### src/logic/upr_defs.vh
`ifndef UPR_DEFS_VH
`define UPR_DEFS_VH

// ----------------------------------------------------------------------------
// Register byte offsets on the Avalon-MM slave
// ----------------------------------------------------------------------------
`define UPR_OFS_MODE 5'h00
`define UPR_OFS_ERRSTAT 5'h04
`define UPR_OFS_TXSTAT 5'h08
`define UPR_OFS_TXBUF 5'h0C
`define UPR_OFS_RXBUF 5'h10
`define UPR_OFS_DIVISOR 5'h14

// ----------------------------------------------------------------------------
// Mode register fields
// ----------------------------------------------------------------------------
`define UPR_MODE_POWER 7
`define UPR_MODE_TXE 6
`define UPR_MODE_RXE 5
`define UPR_MODE_PS_HI 4
`define UPR_MODE_PS_LO 3
`define UPR_MODE_CL8 2
`define UPR_MODE_SL2 1
`define UPR_MODE_ISRM 0

// Parity select codes, {parity_select_high, parity_select_low}.
`define UPR_PAR_NONE 2'h0
`define UPR_PAR_ZERO 2'h1
`define UPR_PAR_ODD 2'h2
`define UPR_PAR_EVEN 2'h3

// ----------------------------------------------------------------------------
// Status register fields
// ----------------------------------------------------------------------------
`define UPR_TXST_FULL 1
`define UPR_TXST_ACTIVE 0
`define UPR_ERR_OVERRUN 0
`define UPR_ERR_FRAMING 1
`define UPR_ERR_PARITY 2

// ----------------------------------------------------------------------------
// Reset values and limits
// ----------------------------------------------------------------------------
`define UPR_MODE_RST 8'h00
`define UPR_DIV_RST 8'h10
`define UPR_DIV_MIN 8'h02
`define UPR_RXBUF_RST 8'hFF
`define UPR_FRAME_IDLE 12'hFFF

`endif

### src/logic/upr_baud_cnt.v
`timescale 1ns/1ns
`include "upr_defs.vh"

// Half-bit tick generator; a full bit is two ticks.
module upr_baud_cnt #(
  parameter W = 8
) (
  input wire clk, // Base clock.
  input wire rst_n, // Synchronous reset, active low.
  input wire clr, // Restart the count from zero.
  input wire run, // Count while high.
  input wire [W-1:0] divisor, // Clocks per half bit.
  output wire tick // One-cycle pulse each divisor clocks, every two clocks for a divisor below two.
);

  reg [W-1:0] cnt_r;
  wire [W-1:0] div_eff;

  // A divisor of 1 would tick every cycle and break the half-bit split; 0 would wrap.
  assign div_eff = (divisor < `UPR_DIV_MIN) ? `UPR_DIV_MIN : divisor;
  assign tick = run && !clr && (cnt_r == div_eff - {{(W-1){1'b0}}, 1'b1});

  always @(posedge clk) begin
    if (!rst_n || clr || !run) begin
      cnt_r <= {W{1'b0}};
    end else if (tick) begin
      cnt_r <= {W{1'b0}};
    end else begin
      cnt_r <= cnt_r + {{(W-1){1'b0}}, 1'b1};
    end
  end

endmodule // upr_baud_cnt

### src/logic/upr_path.v
`timescale 1ns/1ns
`include "upr_defs.vh"

// Notes on behaviour
// - Even parity: tx parity makes ones even.
// - Even parity: odd receive count flags error.
// - Odd parity: tx parity makes ones odd.
// - Odd parity: even receive count flags error.
// - Zero parity: send 0, never check.
// - No parity: no bit, no error.
// - Buffer write after power, enable starts frame.
// - Tx done pulse right after last stop.
// - No pending byte: transmitter stays idle.
// - Buffer refillable once shifting has begun.
// - Status bit 1 is buffer full.
// - Status bit 0 is shift active.
// - Continuous flags go 10, 01, 11, 01.
// - Power then receive enable starts sampling.
// - Falling edge, count divisor, recheck low.
// - Shift bits, stop: irq, store unless overrun.
// - Parity error does not abort frame.
// - Receiver checks only one stop bit.
// - Reading error status clears its flags.
// - Framing on missing stop; overrun on unread.
// - Merge bit routes errors to irq.
module upr_path #(
  parameter DIV_W = 8
) (
  input wire clk, // Base clock, 25 MHz.
  input wire rst_n, // Synchronous reset, active low.
  input wire [4:0] avs_address, // Byte address.
  input wire avs_read, // Read request.
  input wire avs_write, // Write request.
  input wire [31:0] avs_writedata, // Write data.
  output reg [31:0] avs_readdata, // Read data.
  output reg avs_waitrequest, // Stall, high until the access edge.
  input wire serial_in_pin, // Receive line.
  output reg serial_out_pin, // Transmit line.
  output reg tx_done_irq, // Transmit completion pulse.
  output reg rx_done_irq, // Receive completion pulse.
  output reg rx_error_irq // Receive error pulse.
);

  // --------------------------------------------------------------------------
  // Helpers
  // --------------------------------------------------------------------------
  localparam RX_IDLE = 2'h0;
  localparam RX_START = 2'h1;
  localparam RX_DATA = 2'h2;
  localparam RX_STOP = 2'h3;

  function par_bit;
    input [7:0] data;
    input len8;
    input [1:0] psel;
    reg ones;
    begin
      ones = ^(len8 ? data : {1'b0, data[6:0]});
      case (psel)
        `UPR_PAR_EVEN: par_bit = ones;
        `UPR_PAR_ODD: par_bit = ~ones;
        default: par_bit = 1'b0;
      endcase
    end
  endfunction

  function [3:0] data_bits;
    input len8;
    begin
      data_bits = len8 ? 4'h8 : 4'h7;
    end
  endfunction

  // --------------------------------------------------------------------------
  // Registers
  // --------------------------------------------------------------------------
  reg [7:0] operation_mode_reg_r;
  reg [DIV_W-1:0] baud_divisor_reg_r;
  reg [2:0] receive_error_status_r;
  reg [2:0] err_nxt;
  reg [7:0] transmit_buffer_r;
  reg tx_buffer_full_r;
  reg tx_shift_active_r;
  reg [11:0] transmit_shifter_r;
  reg [3:0] tx_idx_r;
  reg tx_half_r;
  reg [1:0] rx_state_r;
  reg rx_prev_r;
  reg [7:0] receive_shifter_r;
  reg [3:0] rx_idx_r;
  reg rx_half_r;
  reg rx_ones_r;
  reg [7:0] receive_buffer_r;
  reg rx_full_r;
  reg rx_snap_r;

  wire power_on = operation_mode_reg_r[`UPR_MODE_POWER];
  wire tx_en = power_on && operation_mode_reg_r[`UPR_MODE_TXE];
  wire rx_en = power_on && operation_mode_reg_r[`UPR_MODE_RXE];
  wire [1:0] psel = {operation_mode_reg_r[`UPR_MODE_PS_HI], operation_mode_reg_r[`UPR_MODE_PS_LO]};
  wire len8 = operation_mode_reg_r[`UPR_MODE_CL8];
  wire stop2 = operation_mode_reg_r[`UPR_MODE_SL2];
  wire merge_err = operation_mode_reg_r[`UPR_MODE_ISRM];
  wire par_on = (psel != `UPR_PAR_NONE);

  // --------------------------------------------------------------------------
  // Avalon-MM slave: one wait cycle, the access takes effect at the edge
  // where waitrequest is low.
  // --------------------------------------------------------------------------
  wire req = avs_read || avs_write;
  wire acc = req && !avs_waitrequest;
  wire wr_acc = acc && avs_write;
  wire rd_acc = acc && avs_read;
  wire wr_mode = wr_acc && (avs_address == `UPR_OFS_MODE);
  wire wr_div = wr_acc && (avs_address == `UPR_OFS_DIVISOR);
  wire wr_txbuf = wr_acc && (avs_address == `UPR_OFS_TXBUF);
  wire rd_err = rd_acc && (avs_address == `UPR_OFS_ERRSTAT);
  wire rd_rxbuf = rd_acc && (avs_address == `UPR_OFS_RXBUF);

  reg [31:0] rdata_nxt;

  always @* begin
    rdata_nxt = 32'h00000000;
    case (avs_address)
      `UPR_OFS_MODE: rdata_nxt[7:0] = operation_mode_reg_r;
      `UPR_OFS_ERRSTAT: rdata_nxt[2:0] = receive_error_status_r;
      `UPR_OFS_TXSTAT: rdata_nxt[1:0] = {tx_buffer_full_r, tx_shift_active_r};
      `UPR_OFS_RXBUF: rdata_nxt[7:0] = receive_buffer_r;
      `UPR_OFS_DIVISOR: rdata_nxt[DIV_W-1:0] = baud_divisor_reg_r;
      default: rdata_nxt = 32'h00000000;
    endcase
  end

  always @(posedge clk) begin
    if (!rst_n) begin
      avs_waitrequest <= 1'b1;
      avs_readdata <= 32'h00000000;
      rx_snap_r <= 1'b0;
    end else begin
      avs_waitrequest <= avs_waitrequest ? !req : 1'b1;
      if (req && avs_waitrequest) begin
        avs_readdata <= rdata_nxt;
        rx_snap_r <= rx_full_r;
      end
    end
  end

  always @(posedge clk) begin
    if (!rst_n) begin
      operation_mode_reg_r <= `UPR_MODE_RST;
      baud_divisor_reg_r <= `UPR_DIV_RST;
    end else begin
      if (wr_mode) begin
        operation_mode_reg_r <= avs_writedata[7:0];
      end
      if (wr_div) begin
        baud_divisor_reg_r <= avs_writedata[DIV_W-1:0];
      end
    end
  end

  // --------------------------------------------------------------------------
  // Baud counters, one per direction
  // --------------------------------------------------------------------------
  wire tx_tick;
  wire rx_tick;
  wire tx_load = tx_en && tx_buffer_full_r && !tx_shift_active_r;
  wire rx_fall = rx_en && (rx_state_r == RX_IDLE) && rx_prev_r && !serial_in_pin;

  upr_baud_cnt #(.W(DIV_W)) u_tx_cnt (
    .clk(clk),
    .rst_n(rst_n),
    .clr(tx_load),
    .run(tx_en),
    .divisor(baud_divisor_reg_r),
    .tick(tx_tick)
  );

  upr_baud_cnt #(.W(DIV_W)) u_rx_cnt (
    .clk(clk),
    .rst_n(rst_n),
    .clr(rx_fall),
    .run(rx_en && (rx_state_r != RX_IDLE || rx_fall)),
    .divisor(baud_divisor_reg_r),
    .tick(rx_tick)
  );

  // --------------------------------------------------------------------------
  // Transmitter
  // --------------------------------------------------------------------------
  // Index of the last stop bit: start, data, parity if any, then one or two stops.
  wire [3:0] tx_last = data_bits(len8) + {3'h0, par_on} + 4'h1 + {3'h0, stop2};
  wire tx_bit_end = tx_shift_active_r && tx_tick && tx_half_r;
  wire tx_frame_end = tx_bit_end && (tx_idx_r == tx_last);

  reg [11:0] frame_nxt;

  always @* begin
    frame_nxt = `UPR_FRAME_IDLE;
    frame_nxt[0] = 1'b0;
    if (len8) begin
      frame_nxt[8:1] = transmit_buffer_r;
      frame_nxt[9] = par_on ? par_bit(transmit_buffer_r, len8, psel) : 1'b1;
    end else begin
      frame_nxt[7:1] = transmit_buffer_r[6:0];
      frame_nxt[8] = par_on ? par_bit(transmit_buffer_r, len8, psel) : 1'b1;
    end
  end

  // Disabling the transmitter resets it in step with the clock.
  always @(posedge clk) begin
    if (!rst_n || !tx_en) begin
      tx_buffer_full_r <= 1'b0;
      tx_shift_active_r <= 1'b0;
      transmit_shifter_r <= `UPR_FRAME_IDLE;
      tx_idx_r <= 4'h0;
      tx_half_r <= 1'b0;
      serial_out_pin <= 1'b1;
      tx_done_irq <= 1'b0;
    end else begin
      tx_done_irq <= tx_frame_end;
      // A write while full overwrites the pending byte; software is told not to.
      if (wr_txbuf) begin
        transmit_buffer_r <= avs_writedata[7:0];
        tx_buffer_full_r <= 1'b1;
      end else if (tx_load) begin
        tx_buffer_full_r <= 1'b0;
      end
      if (tx_load) begin
        transmit_shifter_r <= frame_nxt;
        tx_shift_active_r <= 1'b1;
        tx_idx_r <= 4'h0;
        tx_half_r <= 1'b0;
        serial_out_pin <= 1'b0;
      end else if (tx_frame_end) begin
        tx_shift_active_r <= 1'b0;
        serial_out_pin <= 1'b1;
      end else if (tx_bit_end) begin
        transmit_shifter_r <= {1'b1, transmit_shifter_r[11:1]};
        serial_out_pin <= transmit_shifter_r[1];
        tx_idx_r <= tx_idx_r + 4'h1;
        tx_half_r <= 1'b0;
      end else if (tx_shift_active_r && tx_tick) begin
        tx_half_r <= 1'b1;
      end else if (!tx_shift_active_r) begin
        serial_out_pin <= 1'b1;
      end
    end
  end

  // --------------------------------------------------------------------------
  // Receiver
  // --------------------------------------------------------------------------
  wire rx_mid = rx_tick && rx_half_r;
  wire [3:0] rx_last = data_bits(len8) + {3'h0, par_on} - 4'h1;
  wire rx_stop_seen = (rx_state_r == RX_STOP) && rx_mid;
  wire pe_now = ((psel == `UPR_PAR_EVEN) && rx_ones_r) || ((psel == `UPR_PAR_ODD) && !rx_ones_r);
  wire fe_now = !serial_in_pin;
  wire ove_now = rx_full_r;
  wire any_err = pe_now || fe_now || ove_now;
  wire rx_store = rx_stop_seen && !ove_now;

  always @* begin
    err_nxt = receive_error_status_r;
    if (rd_err) begin
      err_nxt = err_nxt & ~avs_readdata[2:0];
    end
    if (rx_stop_seen) begin
      err_nxt[`UPR_ERR_PARITY] = err_nxt[`UPR_ERR_PARITY] | pe_now;
      err_nxt[`UPR_ERR_FRAMING] = err_nxt[`UPR_ERR_FRAMING] | fe_now;
      err_nxt[`UPR_ERR_OVERRUN] = err_nxt[`UPR_ERR_OVERRUN] | ove_now;
    end
  end

  // Power off clears the error flags; a rebuild of the receiver alone does not.
  always @(posedge clk) begin
    if (!rst_n || !power_on) begin
      receive_error_status_r <= 3'h0;
    end else begin
      receive_error_status_r <= err_nxt;
    end
  end

  always @(posedge clk) begin
    if (!rst_n || !power_on) begin
      receive_buffer_r <= `UPR_RXBUF_RST;
      rx_full_r <= 1'b0;
    end else if (rx_store) begin
      receive_buffer_r <= len8 ? receive_shifter_r : {1'b0, receive_shifter_r[7:1]};
      rx_full_r <= 1'b1;
    end else if (rd_rxbuf && rx_snap_r) begin
      rx_full_r <= 1'b0;
    end
  end

  always @(posedge clk) begin
    if (!rst_n || !rx_en) begin
      rx_state_r <= RX_IDLE;
      rx_prev_r <= 1'b1;
      receive_shifter_r <= 8'h00;
      rx_idx_r <= 4'h0;
      rx_half_r <= 1'b0;
      rx_ones_r <= 1'b0;
      rx_done_irq <= 1'b0;
      rx_error_irq <= 1'b0;
    end else begin
      rx_prev_r <= serial_in_pin;
      rx_done_irq <= rx_stop_seen && (!any_err || merge_err);
      rx_error_irq <= rx_stop_seen && any_err && !merge_err;
      if (rx_tick) begin
        rx_half_r <= !rx_half_r;
      end
      case (rx_state_r)
        RX_IDLE: begin
          if (rx_fall) begin
            rx_state_r <= RX_START;
            rx_half_r <= 1'b0;
          end
        end
        RX_START: begin
          if (rx_tick) begin
            rx_state_r <= serial_in_pin ? RX_IDLE : RX_DATA;
            rx_half_r <= 1'b0;
            rx_idx_r <= 4'h0;
            rx_ones_r <= 1'b0;
          end
        end
        RX_DATA: begin
          if (rx_mid) begin
            rx_ones_r <= rx_ones_r ^ serial_in_pin;
            if (rx_idx_r < data_bits(len8)) begin
              receive_shifter_r <= {serial_in_pin, receive_shifter_r[7:1]};
            end
            rx_idx_r <= rx_idx_r + 4'h1;
            if (rx_idx_r == rx_last) begin
              rx_state_r <= RX_STOP;
            end
          end
        end
        RX_STOP: begin
          if (rx_mid) begin
            rx_state_r <= RX_IDLE;
          end
        end
        default: rx_state_r <= RX_IDLE;
      endcase
    end
  end

endmodule // upr_path

### config.mk
export PLATFORM = sky130hd
export DESIGN_NAME = upr_path
export DESIGN_NICKNAME = d
export VERILOG_FILES = /design/src/logic/upr_baud_cnt.v /design/src/logic/upr_path.v
export VERILOG_INCLUDE_DIRS = /design/src /design/src/logic
export SDC_FILE = /design/constraint.sdc
export NUM_CORES = 1
export LEC_CHECK = 0
export BUFFER_PORTS_ARGS = -buffer_cell sky130_fd_sc_hd__buf_2
export CAP_MARGIN = 20
export CORE_MARGIN = 2
export CORE_UTILIZATION = 60
export DETAILED_ROUTE_END_ITERATION = 7
export PLACE_DENSITY = 0.86
export SLEW_MARGIN = 20
export SYNTH_ARGS = -nofsm -noshare
export SYNTH_HDL_FRONTEND = slang
export SYNTH_SLANG_ARGS = --single-unit
### constraint.sdc
create_clock -name clk -period 9.7 [get_ports clk]
set_input_delay 0.97 -clock clk [delete_from_list [all_inputs] [get_ports clk]]
set_output_delay 0.97 -clock clk [all_outputs]
set_load 0.005 [all_outputs]
==> reports/qor.txt <==
Rows - 34
VDD IR max - 0.0860 mV
outcome - finished, final reports clean
share of the synthesized area in the top cell type - 34.9%
Synth Register Bits - 99
Final Power - 693 uW
Synth top cells by count - 91 x dfxtp_1, 57 x nor2_1, 51 x nand2_1
Die H - 97.3 um
placed cells - 679
Die X - 97.3 um
Tmin final - 4.36 ns
Unique masters post-synth - 62
hold_ws - 0.496 ns
Hold-fix buffers, CTS - 0
initial cell density of the core - 60.7%
clock share of power - 36.5%
routed len/inst - 15.5 um
number of remaining DRC errors - 0
Mapped Cells - 565
CP Max Fanout - 11
IO Pins - 79
Antenna Nets Post-Route - 0
vias in the first global route - 3734
Worst Max-Slew Pin Slew - 0.886 ns
fmax - 229 MHz
CTS tree - built
synthesized cell area - 5220 um2
Setup crit start kind - flop
met3 Usage GRT - 4.60%
post-CTS resize count - 0
Slowest-stage cell, CP - or4_4
initial antenna violation count - 0
Clock Sinks - 99
cell repeated most along the worst path - ha_1
setup ws final - 5.34 ns
P_int - 521 uW
area of placed instances - 5310 um2
PwrDens - 126 nW/um2
Post-CTS Setup Repair Bufs - 0
gr ovfl total - 0
largest net degree at the start of global routing - 32
clk_lat worst skew - 0.37 ns
Critical Path RT - 9.94 ns
via count - 3968
Core Util, Final - 64.0%
Nets - 642
Seq pwr share - 59.8%
CTS root buf - clkbuf_8
RSZ-0062 raised after global routing - no
Pre-antenna DRT Iters - 4
GRT Overall Usage - 22.7%
Synth Flop Type - dfxtp_1
gpl congestion - 0.858
TNS Setup - 0 ns
EDFF count, synth - 8
Area Growth Syn to Fin - 5.39%
most frequent cell after synthesis - dfxtp_1
Hold Vio Cnt, Final - 0
share of layout cells above drive strength 1 - 10.6%
Antenna diodes - 0
buffers added on ports - 30
Max-Cap Viols - 0
async set-or-reset flop fraction in the synthesized netlist - 0%
post-place setup slack - 5.38 ns
CP Capture Type - flop
final instance area - 5500 um2
final clock skew - 0.0117 ns
Die ar. - 9460 um2
Gate power share - 3.7%
Avg Synthesized Cell Area - 9.24 um2
Finished Layout Cells - 695
vias per cell - 5.71
switching pwr - 172 uW
Final setup viols - 0
met1 usage - 29.5%
Switching Share - 24.8%
Worst Path Arrival - 4.60 ns
Max-slew headroom - 40.7%
YS warnings - 0
Final Max Slew Viols - 0
sequential-to-total area share from yosys stat - 39.5%
maximum buffer depth of the clock tree - 2
cell taking the most area after synthesis - dfxtp_1
classification of the worst setup path - reg2reg
Final period util - 45.0%
storage element area - 2060 um2
ranking of synthesized cells by area - dfxtp_1 35%, mux2i_1 8.2%, edfxtp_1 4.6%, nor2_1 4.1%, ha_1 4.1%
core area - 8590 um2
H-tree levels - 3
Post-Route WL - 10.8 mm
Hold Path Class - reg2reg
GRT busiest layer - met2
area of the multi-input gates - 2920 um2
Fill cells - 705
clock transition at the registers of the reported paths - 0.10 ns
grt met2 use - 38.9%
Detailed Place HPWL - 8.01 mm
leak pwr - 2.24 nW
DR iter-0 viols - 345
clock buffer count from CTS - 9
critical-path cell list - or4_4 > o41ai_2 > ha_1 > and2_1 > a211oi_1 > o21ai_0 > nand3_1 > nor3_1 > ha_1 > and3b_1 > nand3b_1 > mux2i_1 > nor2_1
first-pass GRT wire length - 17.7 mm
slowest stage delay, CP - 0.62 ns
cells in the final DEF, fill, tap and decap left out, types with 3 or more instances in the layout:
cell type and instances:
clkbuf_8 9, xor2_1 22, o211ai_1 10, xnor2_1 19
nand4_1 7, a22oi_1 6, and3b_1 3, buf_2 30
mux2_2 5, clkinv_4 3, nor2_1 57, nand2_1 51
nand3_1 19, mux2i_1 43, a21boi_0 3, o21ai_0 20
a21o_1 3, and3_1 9, and2_1 9, nand2b_1 4
nand4b_1 3, nor3_1 8, nor2b_1 23, conb_1 24
nor4_1 3, dfxtp_1 91, edfxtp_1 8, xnor3_1 3
o21a_1 4, ha_1 17, a21oi_1 14, inv_1 12
worst max-delay path: cells and delay by family, from the launching register on:
family,cells,cell delay (ns)
muxes,1,0.29
adders and majority gates,2,0.70
DFF,1,0.46
and+or+nand+nor,7,2.09
AOI/OAI and AO/OA,3,0.69
registers in the layout, indices dropped and copies added (netlist names), 3 cells and up, named ones only:
name and cells:
transmit_shifter_r 9, avs_readdata 8, baud_divisor_reg_r 8, operation_mode_reg_r 8
par_bit.data 8, receive_buffer_r 8, receive_shifter_r 8, u_rx_cnt.cnt_r 8
u_tx_cnt.cnt_r 8, rx_idx_r 4, tx_idx_r 4, receive_error_status_r 3
layout make-up:
type,count,area share (%)
clock inverters,6,1.00
clock buffers,10,2.32
multi-input cells,429,53.0
well taps,108,2.46
flip-flops and latches,99,37.5
repair buffers,31,2.87
inverters,12,0.819
per-layer routing:
metal | wire [um] | share of wire, %
met1 | 4730 | 44
met2 | 5340 | 50
met3 | 561 | 5.2
met4 | 139 | 1.3
met5 | 0 | 0
final timing paths:
| check | startpoint | endpoint | slack, ns | cells past startpoint |
|---|---|---|---|---|
| min reg2reg | rx_snap_r | rx_snap_r | 0.50 | 2 |
| max reg2reg | baud_divisor_reg_r[4] | receive_shifter_r[6] | 5.34 | 13 |
| max | baud_divisor_reg_r[4] | receive_shifter_r[6] | 5.34 | 13 |
| min | rx_snap_r | rx_snap_r | 0.50 | 2 |
power by group through the flow:
stage	logic, mW	registers, mW	clock network [mW]
final	0.0258	0.414	0.253
after global placement	0.0246	0.423	0
after detailed placement	0.0251	0.423	0
after CTS	0.0252	0.414	0.256
after floorplan	0.0226	0.423	0
after global routing	0.0283	0.414	0.270
cell families after synthesis:
group,synth area share (%)
compound gates,11.1
xor+xnor,8.18
fa+ha+maj,4.46
buf+inv,6.33
flops,39.5
mux,9.76
other cells,0.0719
simple gates,20.6
Note: power is estimated with default switching activity, not from simulation.
